$ cat config.mk
export PLATFORM = sky130hd
export DESIGN_NAME = calib_responder_flat
export DESIGN_NICKNAME = d
export VERILOG_FILES = /design/src/calib_pkg.sv /design/src/calib_link_if.sv /design/src/calib_responder.sv /design/src/flat_wrapper.sv
export SDC_FILE = /design/constraint.sdc
export NUM_CORES = 1
export LEC_CHECK = 0
export BUFFER_PORTS_ARGS = -buffer_cell sky130_fd_sc_hd__buf_2
export CAP_MARGIN = 0
export CORE_UTILIZATION = 58
export DETAILED_ROUTE_END_ITERATION = 10
export GPL_TIMING_DRIVEN = 0
export PLACE_DENSITY = 0.82
export SETUP_SLACK_MARGIN = 0.15
export SYNTH_ARGS = -nofsm -noshare
export SYNTH_HDL_FRONTEND = slang
export SYNTH_SLANG_ARGS = --single-unit
$ cat constraint.sdc
create_clock -name i_mclk -period 3.5 [get_ports i_mclk]
set_input_delay 0.525 -clock i_mclk [delete_from_list [all_inputs] [get_ports i_mclk]]
set_output_delay 0.525 -clock i_mclk [all_outputs]
set_load 0.1 [all_outputs]
$ cat src/calib_pkg.sv
`default_nettype none
package calib_pkg;
	localparam int          MEM_DEPTH     = 32;
	localparam int          ADDR_W        = 5;
	localparam int          PTR_W         = 6;
	localparam int          BURST_LEN     = 8;
	localparam logic [7:0]  LAST_ADDR     = 8'h1F;
	localparam logic [7:0]  FILL_BYTE     = 8'hFF;
	localparam logic [1:0]  ARG_RSVD      = 2'h0;
	localparam int          TURN_NS       = 55000;
	localparam int          CLK_NS        = 8;
	localparam int          TURN_CYC      = (TURN_NS + CLK_NS - 1) / CLK_NS;
	localparam logic [4:0]  ID_LOW_ADDR   = 5'h00;
	localparam logic [4:0]  ID_MID_ADDR   = 5'h01;
	localparam logic [4:0]  ID_HIGH_ADDR  = 5'h02;
	localparam int          WAFER_W       = 5;
	localparam logic [4:0]  CHECK_ADDR    = 5'h1F;
	// colour blocks: red, blue, green in memory order
	localparam logic [4:0]  RED_BASE      = 5'h0A;
	localparam logic [4:0]  BLUE_BASE     = 5'h11;
	localparam logic [4:0]  GREEN_BASE    = 5'h18;
	localparam logic [4:0]  OFS_U_NIGHT   = 5'h00;
	localparam logic [4:0]  OFS_V_NIGHT   = 5'h01;
	localparam logic [4:0]  OFS_LUM_NIGHT = 5'h02;
	localparam logic [4:0]  OFS_LUM_HIGH  = 5'h03;
	localparam logic [4:0]  OFS_U_DAY     = 5'h04;
	localparam logic [4:0]  OFS_V_DAY     = 5'h05;
	localparam logic [4:0]  OFS_LUM_DAY   = 5'h06;
	localparam int          FIFO_DEPTH    = 8;
endpackage
`default_nettype wire

$ cat src/calib_link_if.sv
`timescale 1ns/1ps
`default_nettype none
interface calib_link_if;
	logic       cmd_valid;
	logic       cmd_ready;
	logic [7:0] cmd_arg;
	logic       rsp_valid;
	logic       rsp_ready;
	logic [7:0] rsp_byte;
	logic       rsp_last;
	modport device (input cmd_valid, cmd_arg, rsp_ready,
		output cmd_ready, rsp_valid, rsp_byte, rsp_last);
	modport host (output cmd_valid, cmd_arg, rsp_ready,
		input cmd_ready, rsp_valid, rsp_byte, rsp_last);
endinterface
`default_nettype wire

$ cat src/calib_responder.sv
`timescale 1ns/1ps
`default_nettype none
// byte fifo between memory fetch and link
module byte_fifo #(
	parameter int WIDTH = 9,
	parameter int DEPTH = 8
) (
	input  wire logic             i_mclk,
	input  wire logic             i_rstn,
	input  wire logic             i_in_valid,
	output logic                  o_in_ready,
	input  wire logic [WIDTH-1:0] i_in_data,
	output logic                  o_out_valid,
	input  wire logic             i_out_ready,
	output logic      [WIDTH-1:0] o_out_data
);
	localparam int PW = $clog2(DEPTH);
	logic [WIDTH-1:0] mem_q [DEPTH];
	logic [PW-1:0]    wr_q;
	logic [PW-1:0]    wr_d;
	logic [PW-1:0]    rd_q;
	logic [PW-1:0]    rd_d;
	logic [PW:0]      cnt_q;
	logic [PW:0]      cnt_d;
	logic             push;
	logic             pop;

	// pointer and level next values
	always_comb
	begin
		push  = i_in_valid && o_in_ready;
		pop   = o_out_valid && i_out_ready;
		wr_d  = push ? PW'(wr_q + 1'b1) : wr_q;
		rd_d  = pop ? PW'(rd_q + 1'b1) : rd_q;
		cnt_d = (PW+1)'(cnt_q + (PW+1)'(push) - (PW+1)'(pop));
	end

	always_ff @(posedge i_mclk or negedge i_rstn)
	begin
		if (!i_rstn)
		begin
			wr_q  <= '0;
			rd_q  <= '0;
			cnt_q <= '0;
		end
		else
		begin
			wr_q  <= wr_d;
			rd_q  <= rd_d;
			cnt_q <= cnt_d;
		end
	end

	// storage, no reset needed
	always_ff @(posedge i_mclk)
	begin
		if (push)
			mem_q[wr_q] <= i_in_data;
	end

	assign o_in_ready  = (cnt_q != (PW+1)'(DEPTH));
	assign o_out_valid = (cnt_q != '0);
	assign o_out_data  = mem_q[rd_q];
endmodule // byte_fifo

// device end: calibration memory and fetch command responder
module calib_responder
	import calib_pkg::*;
#(
	parameter int TURN = TURN_CYC
) (
	input  wire logic        i_mclk,
	input  wire logic        i_rstn,
	calib_link_if.device     link,
	input  wire logic        i_prog_we,
	input  wire logic [4:0]  i_prog_addr,
	input  wire logic [7:0]  i_prog_data,
	output logic             o_busy,
	output logic      [15:0] o_die_position,
	output logic      [4:0]  o_wafer_number,
	output logic [2:0][7:0]  o_u_night,
	output logic [2:0][7:0]  o_v_night,
	output logic [2:0][7:0]  o_u_day,
	output logic [2:0][7:0]  o_v_day,
	output logic [2:0][11:0] o_lum_night,
	output logic [2:0][11:0] o_lum_day
);
	typedef enum logic [1:0] {ST_IDLE, ST_WAIT, ST_PUSH} state_t;

	localparam int TW = $clog2(TURN + 1);
	localparam logic [4:0] BASES [3] = '{RED_BASE, BLUE_BASE, GREEN_BASE};

	logic [7:0]       mem_q [MEM_DEPTH];
	state_t           state_q;
	state_t           state_d;
	logic [TW-1:0]    wait_q;
	logic [TW-1:0]    wait_d;
	logic [PTR_W-1:0] ptr_q;
	logic [PTR_W-1:0] ptr_d;
	logic [2:0]       idx_q;
	logic [2:0]       idx_d;
	logic             ready_q;
	logic             ready_d;
	logic             f_valid;
	logic             f_ready;
	logic [8:0]       f_data;
	logic [8:0]       f_out;
	logic [PTR_W:0]   addr;
	logic [7:0]       byte_rd;

	// one-time memory image, loaded through the program port
	always_ff @(posedge i_mclk)
	begin
		if (i_prog_we)
			mem_q[i_prog_addr] <= i_prog_data;
	end

	// address of the byte being pushed: descending from ptr+7
	always_comb
	begin
		addr = (PTR_W+1)'(ptr_q) + (PTR_W+1)'(3'(BURST_LEN - 1) - idx_q);
		if (addr > (PTR_W+1)'(LAST_ADDR))
			byte_rd = FILL_BYTE;
		else
			byte_rd = mem_q[addr[ADDR_W-1:0]];
	end

	// command sequencer
	always_comb
	begin
		state_d = state_q;
		wait_d  = wait_q;
		ptr_d   = ptr_q;
		idx_d   = idx_q;
		ready_d = ready_q;
		f_valid = 1'b0;
		f_data  = {(idx_q == 3'(BURST_LEN - 1)), byte_rd};
		case (state_q)
			ST_IDLE:
			begin
				ready_d = 1'b1;
				if (link.cmd_valid && ready_q)
				begin
					ptr_d   = link.cmd_arg[PTR_W-1:0];
					wait_d  = TW'(TURN);
					idx_d   = '0;
					ready_d = 1'b0;
					state_d = ST_WAIT;
				end
			end
			ST_WAIT:
			begin
				if (wait_q <= TW'(1))
					state_d = ST_PUSH;
				else
					wait_d = TW'(wait_q - 1'b1);
			end
			ST_PUSH:
			begin
				f_valid = 1'b1;
				if (f_ready)
				begin
					idx_d = 3'(idx_q + 1'b1);
					if (idx_q == 3'(BURST_LEN - 1))
					begin
						state_d = ST_IDLE;
						ready_d = 1'b1;
					end
				end
			end
			default:
				state_d = ST_IDLE;
		endcase
	end

	always_ff @(posedge i_mclk or negedge i_rstn)
	begin
		if (!i_rstn)
		begin
			state_q <= ST_IDLE;
			wait_q  <= '0;
			ptr_q   <= '0;
			idx_q   <= '0;
			ready_q <= 1'b0;
		end
		else
		begin
			state_q <= state_d;
			wait_q  <= wait_d;
			ptr_q   <= ptr_d;
			idx_q   <= idx_d;
			ready_q <= ready_d;
		end
	end

	byte_fifo #(.WIDTH(9), .DEPTH(FIFO_DEPTH)) u_fifo (
		.i_mclk      (i_mclk),
		.i_rstn      (i_rstn),
		.i_in_valid  (f_valid),
		.o_in_ready  (f_ready),
		.i_in_data   (f_data),
		.o_out_valid (link.rsp_valid),
		.i_out_ready (link.rsp_ready),
		.o_out_data  (f_out)
	);

	assign link.rsp_byte  = f_out[7:0];
	assign link.rsp_last  = f_out[8];
	assign link.cmd_ready = ready_q;

	// decoded calibration views, registered
	always_ff @(posedge i_mclk or negedge i_rstn)
	begin
		if (!i_rstn)
		begin
			o_busy         <= 1'b0;
			o_die_position <= '0;
			o_wafer_number <= '0;
		end
		else
		begin
			o_busy         <= (state_q != ST_IDLE) || link.rsp_valid;
			o_die_position <= {mem_q[ID_MID_ADDR], mem_q[ID_LOW_ADDR]};
			o_wafer_number <= mem_q[ID_HIGH_ADDR][WAFER_W-1:0];
		end
	end

	// per colour channel fields
	for (genvar c = 0; c < 3; c++)
	begin : g_chan
		always_ff @(posedge i_mclk or negedge i_rstn)
		begin
			if (!i_rstn)
			begin
				o_u_night[c]   <= '0;
				o_v_night[c]   <= '0;
				o_u_day[c]     <= '0;
				o_v_day[c]     <= '0;
				o_lum_night[c] <= '0;
				o_lum_day[c]   <= '0;
			end
			else
			begin
				o_u_night[c]   <= mem_q[BASES[c] + OFS_U_NIGHT];
				o_v_night[c]   <= mem_q[BASES[c] + OFS_V_NIGHT];
				o_u_day[c]     <= mem_q[BASES[c] + OFS_U_DAY];
				o_v_day[c]     <= mem_q[BASES[c] + OFS_V_DAY];
				o_lum_night[c] <= {mem_q[BASES[c] + OFS_LUM_HIGH][3:0],
					mem_q[BASES[c] + OFS_LUM_NIGHT]};
				o_lum_day[c]   <= {mem_q[BASES[c] + OFS_LUM_HIGH][7:4],
					mem_q[BASES[c] + OFS_LUM_DAY]};
			end
		end
	end
endmodule // calib_responder
`default_nettype wire

$ cat src/flat_wrapper.sv
// flat-port wrapper written by rule: the top's interface ports become plain ports
module calib_responder_flat import calib_pkg::*;
#(
	parameter int TURN = TURN_CYC
)
  (i_mclk, i_rstn, i_prog_we, i_prog_addr, i_prog_data, o_busy, o_die_position, o_wafer_number, o_u_night, o_v_night, o_u_day, o_v_day, o_lum_night, o_lum_day, link_cmd_valid, link_cmd_arg, link_rsp_ready, link_cmd_ready, link_rsp_valid, link_rsp_byte, link_rsp_last);
  calib_link_if link_i ();
  input  wire logic i_mclk;
  input  wire logic i_rstn;
  input  wire logic i_prog_we;
  input  wire logic [4:0] i_prog_addr;
  input  wire logic [7:0] i_prog_data;
  output logic o_busy;
  output logic      [15:0] o_die_position;
  output logic      [4:0] o_wafer_number;
  output logic [2:0][7:0] o_u_night;
  output logic [2:0][7:0] o_v_night;
  output logic [2:0][7:0] o_u_day;
  output logic [2:0][7:0] o_v_day;
  output logic [2:0][11:0] o_lum_night;
  output logic [2:0][11:0] o_lum_day;
  input wire logic [$bits(link_i.cmd_valid)-1:0] link_cmd_valid;
  input wire logic [$bits(link_i.cmd_arg)-1:0] link_cmd_arg;
  input wire logic [$bits(link_i.rsp_ready)-1:0] link_rsp_ready;
  output wire logic [$bits(link_i.cmd_ready)-1:0] link_cmd_ready;
  output wire logic [$bits(link_i.rsp_valid)-1:0] link_rsp_valid;
  output wire logic [$bits(link_i.rsp_byte)-1:0] link_rsp_byte;
  output wire logic [$bits(link_i.rsp_last)-1:0] link_rsp_last;
  assign link_i.cmd_valid = link_cmd_valid;
  assign link_i.cmd_arg = link_cmd_arg;
  assign link_i.rsp_ready = link_rsp_ready;
  assign link_cmd_ready = link_i.cmd_ready;
  assign link_rsp_valid = link_i.rsp_valid;
  assign link_rsp_byte = link_i.rsp_byte;
  assign link_rsp_last = link_i.rsp_last;
  calib_responder #(.TURN(TURN)) u_core (.i_mclk(i_mclk), .i_rstn(i_rstn), .link(link_i), .i_prog_we(i_prog_we), .i_prog_addr(i_prog_addr), .i_prog_data(i_prog_data), .o_busy(o_busy), .o_die_position(o_die_position), .o_wafer_number(o_wafer_number), .o_u_night(o_u_night), .o_v_night(o_v_night), .o_u_day(o_u_day), .o_v_day(o_v_day), .o_lum_night(o_lum_night), .o_lum_day(o_lum_day));
endmodule
==> run_results.csv <==
group,metric,value,unit
place,gp_congestion,0.922,
status,status,"complete, but fails checks",
setup_path,path_cells,"inv_1 -> ha_1 -> fa_2 -> clkbuf_4 -> buf_6 -> mux4_2 -> and2_0 -> a2111oi_4 -> a211oi_4 -> buf_12",
clock_tree,quantity_of_hold_fixing_buffers_added_after_cts,0,
power,power.ir.vdd_worst,0.647,mV
sta,timing.final.hold_violations,14,
grt,groute.usage.overall,29.0,%
power,power_density,613,mW/mm^2
power,total_leakage_power,8.92,nW
sta,setup_repair_after_global_routing_missed_its_margin,"true",
clock_tree,clock_tree_from_tritoncts,"done",
floorplan,die_w,186,um
cells_and_area,layout.cell_area.non_filler,0.0234,mm^2
routing,route.detailed.wl_per_inst,27.5,um
cells_and_area,layout-area-overhead-vs-synth,19.7,%
routing,drt_iter0_drc,1467,
power,switching_share,25.6,%
synthesis,asyncSetResetFlopFracSynth,40.7,%
setup_path,slowest_delay,0.64,ns
cells_and_area,layout_commonest_cell,"edfxtp_1",
clock_tree,ctsLongestPathBuffers,3,
status,violations,"negative hold slack, negative setup slack",
clock_tree,cts-root-buf,"clkbuf_16",
place,post_dp_cell_area,0.0213,mm^2
synthesis,synth_top_cell_area_share,50.4,%
sta,layout_worst_path_cycle_share,101,%
synthesis,post_synth_main_area_contributors,"edfxtp_1 (50%), dfrtp_1 (29%), mux4_2 (7.3%)",
power,internal,10.7,mW
sta,timing.final.setup_violations,8,
cells_and_area,nFillCells,1911,
sta,timing.fmax,284,MHz
grt,initial_antenna_violation_count,2,
power,p_comb_share,11.4,%
synthesis,synth_area_leader_cell,"edfxtp_1",
synthesis,synth.yosys.seq_area_share,79.2,%
synthesis,synth.lib_cells_used.distinct,62,
cells_and_area,area.sequential,0.0155,mm^2
cells_and_area,most_used_cells_in_the_layout_excluding_fill_and_tap_cells,"edfxtp_1 (328), buf_2 (230), dfrtp_1 (225)",
sta,worst_slew_pin_slew,1.35,ns
synthesis,ff_latch_count_synth,553,
floorplan,num_rows,66,
worst_hold_path,hold_path_class,"input pin to asynchronous set/reset pin",
routing,drc,0,
setup_path,crit_arrival,3.85,ns
clock_tree,clock_tree_sinks,553,
place,io_buffers,224,
grt,grt_first_pass_wirelength,70900,um
sta,final_critical_path_setup_slack,-0.0237,ns
routing,viasPerCell,6.18,
floorplan,die_y,186,um
synthesis,synth-edff-count,328,
sta,setup-tns-final,-0.174,ns
floorplan,fp.coreArea,0.0329,mm^2
cells_and_area,multiInputGateArea,0.00409,mm^2
sta,skew,0.0384,ns
setup_path,crit_path_top_delay_cell,"a2111oi_4",
setup_path,timing.critical_path.to_type,"register",
clock_tree,clk_transition_reported_paths,0.06,ns
place,pre_cts_ws,-0.493,ns
sta,timing.final.crit_period,3.52,ns
synthesis,syn-cell-area,0.0196,mm^2
setup_path,critical_path_required,3.83,ns
clock_tree,cts_htree_levels,2,
cells_and_area,drive_gt1_share,33.2,%
synthesis,netlist_instances,1040,
power,net-switching-power,3.67,mW
floorplan,floorplan.io_pins,227,
floorplan,dieArea,0.0345,mm^2
synthesis,syn-mean-instance-area,18.8,um^2
routing,route.antenna.remaining_nets,0,
cells_and_area,final_core_util,71.2,%
grt,grt_overflow,0,
routing,detailedRoute.firstPassIterationCount,6,
synthesis,synth-warning-count,0,
routing,num_vias,11239,
synthesis,ys_dominant_reg_cell,"edfxtp_1",
setup_path,worstSetupStartpointType,"register",
power,pwr-share-clk,39.3,%
clock_tree,cts_buffers,52,
routing,wl,49900,um
setup_path,setup.worst_path.class,"register to register",
setup_path,worst-path-max-fanout,10,
synthesis,postSynthNetCount,1083,
sta,slew_viol_final,0,
sta,timing.slew.headroom,9.39,%
place,hpwlAfterDp,30100,um
clock_tree,clock_latency_reported_for_the_late_side_of_the_worst_skew_pair,0.59,ns
setup_path,timing.reg2reg.worst_path_depth,10,
power,pwr-share-seq,49.3,%
cells_and_area,num-nets-final,1375,
floorplan,initial_core_util,59.5,%
grt,via_count_of_the_first_global_routing_pass,11246,
grt,pin_count_of_the_biggest_net_entering_global_routing,127,
run,drv_cap,0,
sta,fin_worst_hold_slack,-0.0288,ns
## cells by family after synthesis
logic type | share of synthesized area [%]
AO/OA/AOI/OAI | 2.57
XOR/XNOR | 0.569
adder cells (fa/ha/maj) | 1.16
buffers and inverters | 1.29
flip-flops | 79.2
multiplexers | 9.24
AND/OR/NAND/NOR | 6.01
## synthesized netlist by cell type, types with 4 or more instances
cell and n:
a2111oi_0 8, a22oi_1 6, and3_1 4, edfxtp_1 328
clkbuf_1 13, nand2_1 109, a211oi_1 13, ha_1 15
o21ai_0 8, dfrtp_1 225, buf_4 5, and2_0 4
mux2_2 11, xor2_1 4, nor3_1 13, nand3_1 38
buf_2 11, mux4_1 7, a21oi_1 8, nand2b_1 5
nand3b_1 5, nor2_1 46, nand4_1 7, and2_1 4
mux4_2 63, inv_1 15, xnor2_1 5, mux2i_1 8
o31ai_1 5
## sequential cells by signal (all words and copies together) (netlist names), 5 cells and up
register / count
u_core.o_wafer_number: 5
u_core.o_v_night: 24
u_core.wait_q: 13
u_core.o_u_night: 24
u_core.o_lum_day: 36
u_core.o_u_day: 24
u_core.mem_q: 256
u_core.o_die_position: 16
u_core.o_lum_night: 36
u_core.ptr_q: 6
u_core.o_v_day: 24
u_core.u_fifo.mem_q: 72
## final cells by class
type / instances / area share (%)
sequential: 553 / 66.1
multi-input combinational: 437 / 17.5
timing repair buffer: 238 / 5.41
inverter: 16 / 0.257
antenna: 1 / 0.0107
tap: 442 / 2.36
buffer: 34 / 0.952
clock buffer: 70 / 6.20
clock inverter: 27 / 1.21
## layer usage
layer	track usage (%)	vias to the layer above	part of all wire (%)
li1	-	4524	-
met1	36.8	5727	34
met2	49.0	823	50
met3	6.87	163	10
met4	10.9	2	4.9
met5	0	-	0.042
## critical path, delay by kind of cell, from the launching register on
family | cells | cell delay [ns]
buffers and inverters | 4 | 0.71
and+or+nand+nor | 1 | 0.26
AOI/OAI and AO/OA | 2 | 0.74
muxes | 1 | 0.39
DFF | 1 | 0.40
adders and majority gates | 2 | 0.78
## repair_timing
action	CTS	global route
gates resized for setup	30	33
pin swaps	1	7
setup endpoints to repair	73	73
setup buffers	1	10
## worst paths after layout
check                                     from                        end  slack [ns]
max                            u_core.idx_q[0]  u_core.u_fifo.mem_q[6][2]       -0.02
min                                     i_rstn       u_core.o_u_night[19]       -0.03
max reg2reg                    u_core.idx_q[0]  u_core.u_fifo.mem_q[6][2]       -0.02
min reg2reg                u_core.mem_q[12][0]      u_core.o_lum_night[0]        0.37
max in group asynchronous               i_rstn     u_core.u_fifo.cnt_q[0]        2.40
min in group i_mclk            link_cmd_arg[1]            u_core.ptr_q[1]        0.18
## power by group through the flow
stage / Sequential, mW / Clock, mW / Combinational (mW)
floorplan: 7.35 / 0 / 1.12
global placement: 7.19 / 0 / 1.59
detailed placement: 7.20 / 0 / 1.63
CTS: 7.07 / 5.66 / 1.64
global route: 7.08 / 5.91 / 1.74
finish: 7.07 / 5.64 / 1.64
## metrics by stage
stage / power [mW] / cells / hold WS, ns
floorplan: 8.47 / 1040 / 0.229
global route: 14.7 / 1817 / 0.0364
detailed placement: 8.83 / 1709 / 0.352
CTS: 14.4 / 1807 / 0.00637
global placement: 8.78 / 1706 / 0.349
finish: 14.4 / 1818 / -0.0288
Note: power is estimated with default switching activity, not from simulation.
